===== src/hdl/lcdhi_pkg.sv =====
// Purpose: shared constants and types of the display driver host port
// Assumes: all pins are synchronous to clk_sys
// Notes: one byte-wide bus, two strobe styles and a write-only serial mode
package lcdhi_pkg;
	localparam int unsigned BUS_W = 8;
	localparam int unsigned BIT_CNT_W = 3;
	localparam int unsigned SER_DATA_PIN = 7;
	localparam int unsigned SER_CLK_PIN = 6;
	localparam logic [2:0] BIT_CNT_RST = 3'h0;
	localparam logic [2:0] BIT_CNT_LAST = 3'h7;
	localparam logic [7:0] OE_ALL = 8'hff;
	localparam logic [7:0] OE_NONE = 8'h00;
	localparam logic [7:0] BYTE_RST = 8'h00;
	localparam logic STYLE_SEP = 1'b0;
	localparam logic STYLE_ENA = 1'b1;
	localparam logic PAR_RST = 1'b1;
	localparam logic PIN_IDLE_HI = 1'b1;
	localparam logic FLAG_RST = 1'b0;

	typedef enum logic [1:0] {
		LCDHI_SERIAL,
		LCDHI_SEP_STROBE,
		LCDHI_ENA_STROBE
	} lcdhi_mode_e;
endpackage


===== src/hdl/lcdhi_ser_if.sv =====
// Purpose: carries serial bit samples and finished bytes between core and shifter
// Assumes: one clock domain, clk_sys
// Notes: done is a one-cycle pulse
`timescale 1ns/10ps
`default_nettype none
interface lcdhi_ser_if;
	logic shift_en;
	logic sample;
	logic bit_in;
	logic done;
	logic [7:0] byte_val;

	modport core (output shift_en, output sample, output bit_in, input done, input byte_val);
	modport shifter (input shift_en, input sample, input bit_in, output done, output byte_val);
endinterface
`default_nettype wire


===== src/hdl/lcdhi_top.sv =====
// Purpose: host port of a dot-matrix display driver: parallel and serial transfer
// Assumes: all host pins synchronous to clk_sys; core supplies read bytes
// Notes: parallel outputs lag the pins by one cycle, serial bytes lag the serial clock by two
//
// Contract
// - separate-strobe style: drive data bus while read strobe low and selected
// - enable-strobe style: first strobe pin is an active-high enable clock
// - respond to bus signals only while chip select is low
// - separate-strobe style: capture data on leading edge of write strobe
// - enable-strobe style: second strobe pin high reads, low writes
// - command/data line high: byte is display data or command parameter
// - command/data line low: byte is a control command
// - parallel data path is one bidirectional eight-bit bus
// - serial mode: six lowest data pins stay high impedance
// - chip select high: all eight data pins released
// - initialise whenever reset input is low
// - reset acts on its low level, not on an edge
// - strap high selects parallel interface, low selects serial
`timescale 1ns/10ps
`default_nettype none
module lcdhi_top
	import lcdhi_pkg::*;
(
	input wire logic clk_sys,
	input wire logic reset_n,
	input wire logic cs_n,
	input wire logic host_strobe_a,
	input wire logic host_strobe_b,
	input wire logic cmd_data_select,
	input wire logic host_bus_style_select,
	input wire logic parallel_select,
	input wire logic [7:0] data_in,
	output logic [7:0] data_out,
	output logic [7:0] data_oe,
	input wire logic [7:0] rd_byte,
	output logic rd_req,
	output logic xfer_valid,
	output logic xfer_is_data,
	output logic [7:0] xfer_byte,
	output logic mode_serial,
	output logic style_enable
);
	lcdhi_ser_if ser ();
	lcdhi_mode_e mode;
	logic a_rise;
	logic a_fall;
	logic b_fall;
	logic sck_rise;
	logic wr_take;
	logic rd_active;
	logic rd_start;
	logic ser_take;

	// strap: caught by the first edge after reset release, then frozen
	logic par_q;
	logic par_d;
	logic strap_done_q;
	logic strap_done_d;
	logic style_q;
	logic style_d;

	always_comb begin
		par_d = par_q;
		strap_done_d = 1'b1;
		style_d = host_bus_style_select;
		if (!strap_done_q) begin
			par_d = parallel_select;
		end
	end

	always_ff @(posedge clk_sys or negedge reset_n) begin
		if (!reset_n) begin
			par_q <= PAR_RST;
			strap_done_q <= FLAG_RST;
			style_q <= STYLE_SEP;
		end else begin
			par_q <= par_d;
			strap_done_q <= strap_done_d;
			style_q <= style_d;
		end
	end

	// decode from the capture edge on, so a serial strap never sees a parallel read
	always_comb begin
		if (!par_d) begin
			mode = LCDHI_SERIAL;
		end else if (host_bus_style_select == STYLE_ENA) begin
			mode = LCDHI_ENA_STROBE;
		end else begin
			mode = LCDHI_SEP_STROBE;
		end
	end

	lcdhi_edge #(.IDLE(PIN_IDLE_HI)) u_edge_a (
		.clk_sys(clk_sys),
		.reset_n(reset_n),
		.level(host_strobe_a),
		.rise(a_rise),
		.fall(a_fall)
	);

	lcdhi_edge #(.IDLE(PIN_IDLE_HI)) u_edge_b (
		.clk_sys(clk_sys),
		.reset_n(reset_n),
		.level(host_strobe_b),
		.rise(),
		.fall(b_fall)
	);

	lcdhi_edge #(.IDLE(PIN_IDLE_HI)) u_edge_sck (
		.clk_sys(clk_sys),
		.reset_n(reset_n),
		.level(data_in[SER_CLK_PIN]),
		.rise(sck_rise),
		.fall()
	);

	// strobe decode; nothing is taken while deselected
	always_comb begin
		wr_take = 1'b0;
		rd_active = 1'b0;
		rd_start = 1'b0;
		case (mode)
			LCDHI_SEP_STROBE: begin
				// both strobes low at once is illegal and is ignored
				wr_take = b_fall && host_strobe_a;
				rd_active = !host_strobe_a && host_strobe_b;
				rd_start = a_fall && host_strobe_b;
			end
			LCDHI_ENA_STROBE: begin
				// writes latch as the enable clock falls
				wr_take = a_fall && !host_strobe_b;
				rd_active = host_strobe_a && host_strobe_b;
				rd_start = a_rise && host_strobe_b;
			end
			default: begin
				wr_take = 1'b0;
				rd_active = 1'b0;
				rd_start = 1'b0;
			end
		endcase
		if (cs_n) begin
			wr_take = 1'b0;
			rd_active = 1'b0;
			rd_start = 1'b0;
		end
	end

	// serial path: pins fixed by mode, shifting only while selected
	assign ser.shift_en = (mode == LCDHI_SERIAL) && !cs_n;
	assign ser.sample = sck_rise;
	assign ser.bit_in = data_in[SER_DATA_PIN];
	assign ser_take = ser.done && (mode == LCDHI_SERIAL) && !cs_n;

	lcdhi_shift u_shift (
		.clk_sys(clk_sys),
		.reset_n(reset_n),
		.ser(ser)
	);

	// the select level is held from the last serial bit, relying on the host
	// keeping it steady across the byte
	logic cds_ser_q;
	logic cds_ser_d;
	logic [7:0] data_out_q;
	logic [7:0] data_out_d;
	logic [7:0] oe_q;
	logic [7:0] oe_d;
	logic rd_req_q;
	logic rd_req_d;
	logic xv_q;
	logic xv_d;
	logic xd_q;
	logic xd_d;
	logic [7:0] xb_q;
	logic [7:0] xb_d;

	always_comb begin
		cds_ser_d = cds_ser_q;
		if (ser.shift_en && ser.sample) begin
			cds_ser_d = cmd_data_select;
		end
		oe_d = rd_active ? OE_ALL : OE_NONE;
		data_out_d = rd_active ? rd_byte : data_out_q;
		rd_req_d = rd_start;
		xv_d = wr_take || ser_take;
		xd_d = xd_q;
		xb_d = xb_q;
		if (wr_take) begin
			xd_d = cmd_data_select;
			xb_d = data_in;
		end else if (ser_take) begin
			xd_d = cds_ser_q;
			xb_d = ser.byte_val;
		end
	end

	// every output stays at its reset value for as long as reset is low
	always_ff @(posedge clk_sys or negedge reset_n) begin
		if (!reset_n) begin
			cds_ser_q <= FLAG_RST;
			data_out_q <= BYTE_RST;
			oe_q <= OE_NONE;
			rd_req_q <= FLAG_RST;
			xv_q <= FLAG_RST;
			xd_q <= FLAG_RST;
			xb_q <= BYTE_RST;
		end else begin
			cds_ser_q <= cds_ser_d;
			data_out_q <= data_out_d;
			oe_q <= oe_d;
			rd_req_q <= rd_req_d;
			xv_q <= xv_d;
			xd_q <= xd_d;
			xb_q <= xb_d;
		end
	end

	assign data_out = data_out_q;
	assign data_oe = oe_q;
	assign rd_req = rd_req_q;
	assign xfer_valid = xv_q;
	assign xfer_is_data = xd_q;
	assign xfer_byte = xb_q;
	assign mode_serial = ~par_q;
	assign style_enable = style_q;
endmodule
`default_nettype wire


===== src/hdl/lcdhi_edge.sv =====
// Purpose: edge detector for one host pin
// Assumes: pin already synchronous to clk_sys
// Notes: no edge is reported at the first sample after reset, whatever the pin level
`timescale 1ns/10ps
`default_nettype none
module lcdhi_edge
	import lcdhi_pkg::*;
#(
	parameter logic IDLE = PIN_IDLE_HI
) (
	input wire logic clk_sys,
	input wire logic reset_n,
	input wire logic level,
	output logic rise,
	output logic fall
);
	logic prev_q;
	logic prev_d;
	// a pin held active through reset release must not look like a fresh strobe
	logic armed_q;
	logic armed_d;

	always_comb begin
		prev_d = level;
		armed_d = 1'b1;
	end

	always_ff @(posedge clk_sys or negedge reset_n) begin
		if (!reset_n) begin
			prev_q <= IDLE;
			armed_q <= FLAG_RST;
		end else begin
			prev_q <= prev_d;
			armed_q <= armed_d;
		end
	end

	assign rise = armed_q & level & ~prev_q;
	assign fall = armed_q & ~level & prev_q;
endmodule
`default_nettype wire


===== src/hdl/lcdhi_shift.sv =====
// Purpose: msb-first serial shifter for the write-only serial mode
// Assumes: sample pulses once per rising serial clock
// Notes: bit count restarts whenever shifting is disabled
`timescale 1ns/10ps
`default_nettype none
module lcdhi_shift
	import lcdhi_pkg::*;
(
	input wire logic clk_sys,
	input wire logic reset_n,
	lcdhi_ser_if.shifter ser
);
	logic [2:0] cnt_q;
	logic [2:0] cnt_d;
	logic [7:0] sh_q;
	logic [7:0] sh_d;
	logic done_q;
	logic done_d;
	logic [7:0] byte_q;
	logic [7:0] byte_d;

	always_comb begin
		cnt_d = cnt_q;
		sh_d = sh_q;
		done_d = 1'b0;
		byte_d = byte_q;
		if (!ser.shift_en) begin
			// a half byte left by a dropped select is discarded
			cnt_d = BIT_CNT_RST;
		end else if (ser.sample) begin
			sh_d = {sh_q[6:0], ser.bit_in};
			cnt_d = cnt_q + 3'h1;
			if (cnt_q == BIT_CNT_LAST) begin
				done_d = 1'b1;
				byte_d = {sh_q[6:0], ser.bit_in};
			end
		end
	end

	always_ff @(posedge clk_sys or negedge reset_n) begin
		if (!reset_n) begin
			cnt_q <= BIT_CNT_RST;
			sh_q <= BYTE_RST;
			done_q <= FLAG_RST;
			byte_q <= BYTE_RST;
		end else begin
			cnt_q <= cnt_d;
			sh_q <= sh_d;
			done_q <= done_d;
			byte_q <= byte_d;
		end
	end

	assign ser.done = done_q;
	assign ser.byte_val = byte_q;
endmodule
`default_nettype wire


===== config.mk =====
export PLATFORM = sky130hd
export DESIGN_NAME = lcdhi_top
export DESIGN_NICKNAME = d
export VERILOG_FILES = /design/src/hdl/lcdhi_pkg.sv /design/src/hdl/lcdhi_ser_if.sv /design/src/hdl/lcdhi_top.sv /design/src/hdl/lcdhi_edge.sv /design/src/hdl/lcdhi_shift.sv
export SDC_FILE = /design/constraint.sdc
export NUM_CORES = 1
export LEC_CHECK = 0
export BUFFER_PORTS_ARGS = -buffer_cell sky130_fd_sc_hd__buf_2
export CORE_MARGIN = 2
export CORE_UTILIZATION = 46
export CTS_BUF_LIST = sky130_fd_sc_hd__clkbuf_4 sky130_fd_sc_hd__clkbuf_8 sky130_fd_sc_hd__clkbuf_16
export DETAILED_ROUTE_END_ITERATION = 12
export MAX_ROUTING_LAYER = met4
export PLACE_DENSITY_LB_ADDON = 0.12
export SETUP_SLACK_MARGIN = 0.15
export SYNTH_ARGS = -nofsm -noshare
export SYNTH_HDL_FRONTEND = slang
export SYNTH_SLANG_ARGS = --single-unit

===== constraint.sdc =====
create_clock -name clk_sys -period 1.75 [get_ports clk_sys]
set_clock_uncertainty 0.1 [all_clocks]
set_input_delay 0.2625 -clock clk_sys [delete_from_list [all_inputs] [get_ports clk_sys]]
set_output_delay 0.2625 -clock clk_sys [all_outputs]
set_load 0.03 [all_outputs]

==> metrics, run 1 <==
Setup crit end=data_out[6]; PD cells=1060 nW/µm²; min-delay worst type=in2reg; Mapped Avg Cell Area=~13 µm²; WS Path Type=reg2reg; Routed Antenna Nets=0; DR vias=1459; CTS root buf=clkbuf_8; core area=4090 µm²; Slew Limit Headroom=0.647; Rows=23; worst slew pin tran=529 ps; Synth-to-Final Area Change=31.7%; remaining global-route overflow=0; status=complete, no violations; Post-Syn Instances=157; Seq/Total Area, Yosys=0.582; worst-skew pair later-pin latency=290 ps; IO buf count=52; gr usage total=0.204; post-layout util=0.640; Placed Cells=roughly 250; Fmax=592 MHz; H-tree Lvls=2; vias in the first global route=1571; RePlAce Congestion=0.760; Initial DRC Count=70; Final #Nets=251; RSZ-0062 raised after global routing=true; clock buffer depth=2; DRT Pass-1 Iters=4; worst r2r path cells=4; Top Ports=53; Routed WL per cell=15.8 µm; DIE AREA=4860 µm²; initial antenna violation count=0; footprint of the multi-input gates=~770 µm²; Worst Setup SP=par_q; Die W=69.7 µm; Num Clock Sinks=46; Antenna Cells=0; CTS Buf Count=5; CP arrival=1780 ps; post-synthesis sequential element count=46; synth unique cells=33; crit share post-route=0.966; Die Height=69.7 µm; Peak VDD IR=0.537 mV; layout cells sized above 1=0.509; Post-Syn Area=1990 µm²; Yosys warnings=0; CP Launch Type=flip-flop; r2r startpoint=par_q; pins over their slew limit=0; leakage power=1.25 nW; Fin. Hold Viols=0; fillers=around 320; reg-to-reg slack, setup=60 ps; Critical Path Sink Type=flip-flop; Detail Placement HPWL=about 3000 µm; final setup vio count=0; pin count of the biggest net entering global routing=26; Critical Path Fanout Max=4; Starting Density=0.486; Clock transition at path regs=80 ps; WHS=around 47 ps; drt total wl=4370 µm; CP required=1840 ps; detailed-route DRC error count=0; vias per cell=5.29; Maximum Capacitance Violations=0; first-pass GRT wire length=~7700 µm; setup_tns=0 ps; net count after synthesis=183; final non-filler cell total=about 280; register area=around 1200 µm²; Period minus WS final=1690 ps; CTS tree=built; r2r endpoint=data_out[6]
## synthesized netlist by cell type, drive strengths merged
cell type | instances | area share
a211o | 1 | 0.0044
a211oi | 9 | 0.034
a21o | 1 | 0.0038
a21oi | 1 | 0.0025
a31oi | 10 | 0.032
and2 | 1 | 0.0032
and3 | 1 | 0.0032
and4bb | 1 | 0.0063
buf | 13 | 0.041
clkbuf | 2 | 0.0038
clkinv | 1 | 0.0019
conb | 1 | 0.0019
dfrtp | 42 | 0.53
dfstp | 4 | 0.053
ha | 2 | 0.013
inv | 5 | 0.0095
mux2 | 24 | 0.14
mux2i | 1 | 0.0050
nand2 | 1 | 0.0019
nand2b | 2 | 0.0063
nand3 | 12 | 0.030
nand3b | 2 | 0.0076
nand4 | 1 | 0.0032
nand4b | 1 | 0.0044
nand4bb | 1 | 0.0057
nor2 | 1 | 0.0019
nor2b | 1 | 0.0032
nor4b | 1 | 0.012
o21ai | 10 | 0.025
o31ai | 3 | 0.011
xor2 | 1 | 0.0044
## worst max-delay path: stages, from the launching register on
cell	delay, ps
dfstp_2	580
mux2i_4	90
nor4b_4	310
buf_4	210
mux2_4	300
## worst min path at each step
stage,start,end,slack (ps),depth (start not counted)
after floorplan,reset_n,cds_ser_q,-130,0
after global placement,reset_n,style_enable,160,1
after detailed placement,reset_n,style_enable,170,1
after CTS,host_bus_style_select,style_enable,40,1
after global routing,host_bus_style_select,style_enable,30,1
final,host_bus_style_select,style_enable,50,1
## area by class of cell
type                       instances  area share
sequential                        46       0.443
multi-input combinational         90       0.296
timing repair buffer              76       0.189
clock buffer                       7      0.0344
tap                               50      0.0239
inverter                           6      0.0120
clock inverter                     1     0.00191
## cells in the final DEF, fill, tap and decap left out, types with 2 or more instances in the layout
master,count
a211oi_1,9
a31oi_1,10
buf_12,3
buf_2,52
buf_4,15
buf_6,2
clkbuf_8,6
dfrtp_1,41
dfstp_2,4
dlygate4sd3_1,4
ha_1,2
inv_1,4
mux2_2,16
mux2_4,8
nand2b_1,2
nand3_1,12
nand3b_1,2
o21ai_1,9
o31ai_1,3
## registers in the layout, summed over array words and instances (netlist names)
name	count
data_out	8
u_shift.ser.byte_val	8
xfer_byte	8
u_shift.sh_q	7
u_shift.cnt_q	3
cds_ser_q	1
data_oe	1
par_q	1
rd_req	1
style_enable	1
u_edge_a.prev_q	1
u_edge_b.prev_q	1
u_edge_sck.armed_q	1
u_edge_sck.prev_q	1
u_shift.ser.done	1
xfer_is_data	1
xfer_valid	1
## timing repair
item                                    4_1_cts  5_1_grt
hold endpoints to repair                     22        0
resized for setup                            15       14
pin swaps                                     1        1
endpoints found under the setup margin       24       32
hold buffers                                  4        0
gates cloned                                  1        0
setup buffers                                 8        2
## power breakdown
| group | internal (W) | total (W) | switching, W |
|---|---|---|---|
| Clock | 0.000334 | 0.000671 | 0.000336 |
| Sequential | 0.00122 | 0.00131 | 0.0000894 |
| Combinational | 0.000312 | 0.000784 | 0.000472 |
| Total | 0.00187 | 0.00277 | 0.000897 |
## cells by family after synthesis
group / count (synthesis) / share of synthesized area
xor gates and xnor gates: 1 / 0.00441
DFF: 46 / 0.582
and+or+nand+nor: 26 / 0.0888
buffers and inverters: 21 / 0.0561
adders and majority gates: 2 / 0.0126
AOI/OAI and AO/OA: 35 / 0.113
muxes: 25 / 0.141
other: 1 / 0.00189
## per-stage QoR
stage	worst slack (ps)	power (W)	cell area (µm²)
global placement	89.9	0.00200	2320
CTS	84.3	0.00277	2570
finish	59.6	0.00277	2620
global route	28.1	0.00291	2620
detailed placement	28.2	0.00202	2320
floorplan	19.0	0.00178	2000
## metal layers
metal / GRT usage / vias to the layer above / routed length, µm
met2: 0.312 / 32 / 2110
met4: 0.0641 / 0 / 65
met5: - / - / 0
met3: 0.0494 / 8 / 178
li1: - / 700 / -
met1: 0.272 / 719 / 2020
(Power assumes the default switching activity.)
==> inputs of run 2 (changes only) <==
--- a/config.mk
+++ b/config.mk
@@ -6,7 +6,6 @@
 export NUM_CORES = 1
 export LEC_CHECK = 0
 export BUFFER_PORTS_ARGS = -buffer_cell sky130_fd_sc_hd__buf_2
-export CORE_MARGIN = 2
 export CORE_UTILIZATION = 46
 export CTS_BUF_LIST = sky130_fd_sc_hd__clkbuf_4 sky130_fd_sc_hd__clkbuf_8 sky130_fd_sc_hd__clkbuf_16
 export DETAILED_ROUTE_END_ITERATION = 12
==> run 2 against run 1 <==
Critical path depth grew 1. Final cell count grew 0.72%. Register-to-register slack lost 20 ps. Worst hold slack lost 5.6 ps. First-iteration DRC count grew 44%. Via count grew 2.6%. Non-clock buffer count grew 2. Wire length grew 3.3%. Critical path type unchanged. Maximum frequency shrank 0.92%. Largest power group unchanged. Sequential power is essentially flat.
==> metrics, run 2 (synthesis results as in run 1) <==
PD cells=1050 nW/µm²; WHS=between 40 and 50 ps; Starting Density=0.486; Routed Antenna Nets=0; Placed Cells=around 250; vias per cell=5.38; Internal=0.00183 W; Clock transition at path regs=80 ps; final setup vio count=0; met2 wire length=approximately 2200 µm; IO buf count=52; pin count of the biggest net entering global routing=47; WS Path Type=reg2reg; gr usage total=0.220; Die Height=67.7 µm; worst-skew pair later-pin latency=290 ps; DIE AREA=4580 µm²; reg-to-reg slack, setup=40 ps; Fmax=586 MHz; Period minus WS final=approximately 1700 ps; CP Launch Type=flip-flop; most frequent cells in the layout=buf_2, dfrtp_1, buf_4; worst r2r path cells=5; met1 WL=2010 µm; Comb power frac=0.279; crit share post-route=0.975; RSZ-0062 raised after global routing=true; pins over their slew limit=0; Detail Placement HPWL=2880 µm; Maximum Capacitance Violations=0; Synth-to-Final Area Change=31.4%; drt total wl=4510 µm; remaining global-route overflow=0; detailed-route DRC error count=0; Critical Path Fanout Max=5; min-delay src=host_bus_style_select; H-tree Lvls=2; r2r endpoint=u_shift.ser.byte_val[3]; Slew Limit Headroom=0.627; CP arrival=1790 ps; NetSw=a little over 0.0009 W; status=complete, no violations; Routed WL per cell=about 16 µm; DR vias=between 1000 and 1500; Peak VDD IR=0.471 mV; worst slew pin tran=559 ps; vias in the first global route=around 1400; Num Clock Sinks=46; min-delay worst type=in2reg; CTS tree=built; Min-Delay Path Depth=1; Antenna Cells=0; Critical Path Sink Type=flip-flop; Hold Crit Endpoint=style_enable; Clk pwr share=0.245; Final #Nets=253; leakage power=1.24 nW; Fin. Hold Viols=0; layout cells sized above 1=0.535; met3 wire len=196 µm; r2r startpoint=u_edge_sck.armed_q; clock buffer depth=2; most common cell after layout, fill and taps aside=buf_2; CTS root buf=clkbuf_8; CTS Buf Count=5; core area=4090 µm²; DRT Pass-1 Iters=4; Rows=23; CP required=between 1500 and 2000 ps; sw frac=0.332; Top Ports=53; Flop pwr share=0.477; RePlAce Congestion=0.754; Top Metal Used=met4; final non-filler cell total=between 200 and 300; first-pass GRT wire length=6990 µm; Die W=67.7 µm; Initial DRC Count=101; initial antenna violation count=0
[run 2: metrics by stage]
| step | setup TNS, ps | util | worst slack [ps] | instance area [µm²] | total power [W] |
|---|---|---|---|---|---|
| finish | 0 | 0.638 | 44.0 | 2610 | 0.00275 |
| global route | -1.33 | 0.638 | -1.33 | 2610 | 0.00288 |
| CTS | 0 | 0.620 | 35.1 | 2530 | 0.00274 |
| detailed placement | 0 | 0.564 | 41.3 | 2300 | 0.00201 |
| global placement | 0 | 0.564 | 97.3 | 2300 | 0.00200 |
| floorplan | 0 | - | 19.0 | 2000 | 0.00178 |
[run 2: worst max path at each step]
stage                                   from                 endpoint  slack, ps  cells past startpoint
final                     u_edge_sck.armed_q  u_shift.ser.byte_val[3]         40                      5
after CTS                 u_edge_sck.armed_q              data_out[0]         40                      4
after detailed placement               par_q              data_out[2]         40                      4
after global routing      u_edge_sck.armed_q  u_shift.ser.byte_val[4]         -1                      5
after floorplan                        par_q              data_out[1]         20                      3
after global placement                 par_q              data_out[1]        100                      4
[run 2: metal layers]
| layer | vias to the layer above | track usage |
|---|---|---|
| li1 | 710 | - |
| met5 | - | - |
| met4 | 0 | 0.0851 |
| met2 | 46 | 0.329 |
| met3 | 9 | 0.0574 |
| met1 | 732 | 0.284 |
[run 2: timing repair]
item | 4_1_cts | 5_1_grt
cloned | 1 | 1
gates resized for setup | 12 | 19
pin swaps | 1 | 2
hold buffers | 4 | 0
endpoints found under the setup margin | 22 | 33
setup buffers | 7 | 3
endpoints found under the hold margin | 45 | 0
[run 2: layout make-up]
cell class / count / area (µm²)
Clock buffer: 6 / 82.6
Clock inverter: 2 / 12.5
Sequential cell: 46 / 1160
Inverter: 6 / 28.8
Timing Repair Buffer: 78 / 479
Tap cell: 50 / 62.6
Fill cell: 339 / 1480
Multi-Input combinational cell: 90 / 786
[run 2: critical path, cell delays in order (launching register included)]
cell and delay, ps:
dfrtp_2 400, buf_4 130, and4bb_2 290, and3_4 220
buf_6 120, mux2_2 330
[run 2: power groups by stage]
stage / logic, W / clock network (W) / registers [W]
final: 0.000765 / 0.000672 / 0.00131
after global routing: 0.000820 / 0.000737 / 0.00133
after CTS: 0.000747 / 0.000689 / 0.00131
after detailed placement: 0.000688 / 0 / 0.00133
after global placement: 0.000679 / 0 / 0.00132
after floorplan: 0.000219 / 0 / 0.00156
==> inputs of run 3 (changes only) <==
==> constraint.sdc (replaced) <==
create_clock -name clk_sys -period 1.52 [get_ports clk_sys]
set_clock_uncertainty 0.1 [all_clocks]
set_input_delay 0.228 -clock clk_sys [delete_from_list [all_inputs] [get_ports clk_sys]]
set_output_delay 0.228 -clock clk_sys [all_outputs]
set_load 0.03 [all_outputs]
==> run 3 against run 2 <==
Cell area increased by 10%. Total power rose by 23%. Largest cell class unchanged. Final cell count rose by 4.0%. Critical endpoint is now data_out[1]. Register-to-register slack got worse by 200 ps. Via count increased by 5.4%. The run now ends with negative setup slack left. Clock-buffer cell count decreased by 1. Sequential power rose by 15%.
==> metrics, run 3 (synthesis results as in run 1) <==
status=finished, violations left; failing checks=negative setup slack; layout cells sized above 1=0.628; Peak VDD IR=about 0.6 mV; Final #Nets=approximately 260; Routed Antenna Nets=0; crit share post-route=1.10; DRT Pass-1 Iters=4; Die W=67.7 µm; Rows=23; Clock transition at path regs=90 ps; CTS Buf Count=5; DIE AREA=4580 µm²; pin count of the biggest net entering global routing=22; detailed-route DRC error count=0; peak per-stage delay on the critical path=570 ps; CTS tree=built; min setup slack post-route=-155 ps; Slowest-stage cell, CP=dfstp_2; placed cell area=2400 µm²; Routed WL per cell=between 15 and 20 µm; WS Path Type=reg2reg; Critical Path Fanout Max=9; remaining global-route overflow=0; final setup vio count=28; Fin. Hold Viols=0; design area=2880 µm²; H-tree Lvls=2; Initial DRC Count=75; Synth-to-Final Area Change=44.8%; leakage power=1.34 nW; Antenna Cells=0; CTS root buf=clkbuf_8; Fmax=597 MHz; core area=roughly 4100 µm²; first-pass GRT wire length=7290 µm; CP Launch Type=flip-flop; Maximum Capacitance Violations=0; Detail Placement HPWL=3160 µm; vias per cell=about 5.5; Period minus WS final=1680 ps; DR vias=about 1600; vias in the first global route=1497; IO buf count=52; Num Clock Sinks=46; delay-heaviest family, CP=flip-flops; RePlAce Congestion=0.783; fillers=302; reg-to-reg slack, setup=-160 ps; Buf/Inv on CP=1; setup_tns=-1670 ps; Starting Density=0.486; min-delay worst type=in2reg; PD cells=1170 nW/µm²; gr usage total=0.228; clock buffer depth=2; Top Ports=53; RSZ-0062 raised after global routing=true; pins over their slew limit=0; worst-skew pair later-pin latency=300 ps; CP required=roughly 1600 ps; CP cell instances=mux2i_4 -> nor4b_4 -> buf_6 -> mux2_2; Critical Path Sink Type=flip-flop; initial antenna violation count=0; CP arrival=between 1500 and 2000 ps; most common cell after layout, fill and taps aside=buf_2; most frequent cells in the layout=buf_2, dfrtp_1, buf_4; Die Height=slightly below 70 µm; drt total wl=4980 µm
-- run 3: layer usage --
metal,wire (µm),part of all wire,global-route usage,vias up
met4,50,0.010,0.0612,0
li1,-,-,-,732
met3,185,0.037,0.0574,6
met2,2550,0.51,0.356,39
met5,0,0,-,-
met1,2190,0.44,0.293,801
-- run 3: stage by stage --
stage	util	total power, W	instances	setup WS (ps)	hold WS [ps]
finish	0.704	0.00337	289	-155	56.7
floorplan	-	0.00205	157	-211	-168
global route	0.704	0.00353	289	-187	45.4
global placement	0.588	0.00233	265	-90.5	87.8
CTS	0.653	0.00332	280	-135	54.0
detailed placement	0.588	0.00236	265	-138	101
-- run 3: worst paths after layout --
kind | to | cells past startpoint | from
max in group asynchronous | u_shift.sh_q[0] | 3 | reset_n
worst min register to register | data_out[7] | 1 | data_out[7]
min in group asynchronous | style_enable | 2 | reset_n
worst max-delay path | data_out[1] | 4 | par_q
worst min-delay path | data_out[4] | 2 | rd_byte[4]
worst max register to register | data_out[1] | 4 | par_q
-- run 3: final cells by class --
| cell class | instances | area (µm²) | area share |
|---|---|---|---|
| clock inverter | 3 | 45.0 | 0.0157 |
| multi-input combinational | 91 | 912 | 0.317 |
| sequential | 46 | 1160 | 0.403 |
| clock buffer | 5 | 68.8 | 0.0239 |
| inverter | 6 | 30.0 | 0.0104 |
| timing repair buffer | 88 | 598 | 0.208 |
| tap | 50 | 62.6 | 0.0218 |
-- run 3: timing repair --
| item | in CTS | in global routing |
|---|---|---|
| setup endpoints to repair | 39 | 44 |
| endpoints found under the hold margin | 17 | 0 |
| buffers inserted | 3 | 8 |
| gates cloned | 1 | 1 |
| pin swaps | 4 | 6 |
| resized for setup | 21 | 38 |
| hold buffers | 3 | 0 |
-- run 3: report_power, final --
group,switching (W),total [W],internal [W]
combinational,0.000578,0.000954,0.000376
sequential,0.000103,0.00151,0.00141
clock,0.000417,0.000906,0.000489
-- run 3: worst reg2reg max path, cell delays in order, from the launching register on --
cell     delay, ps
dfstp_2        570
mux2i_4         90
nor4b_4        270
buf_6          180
mux2_2         340
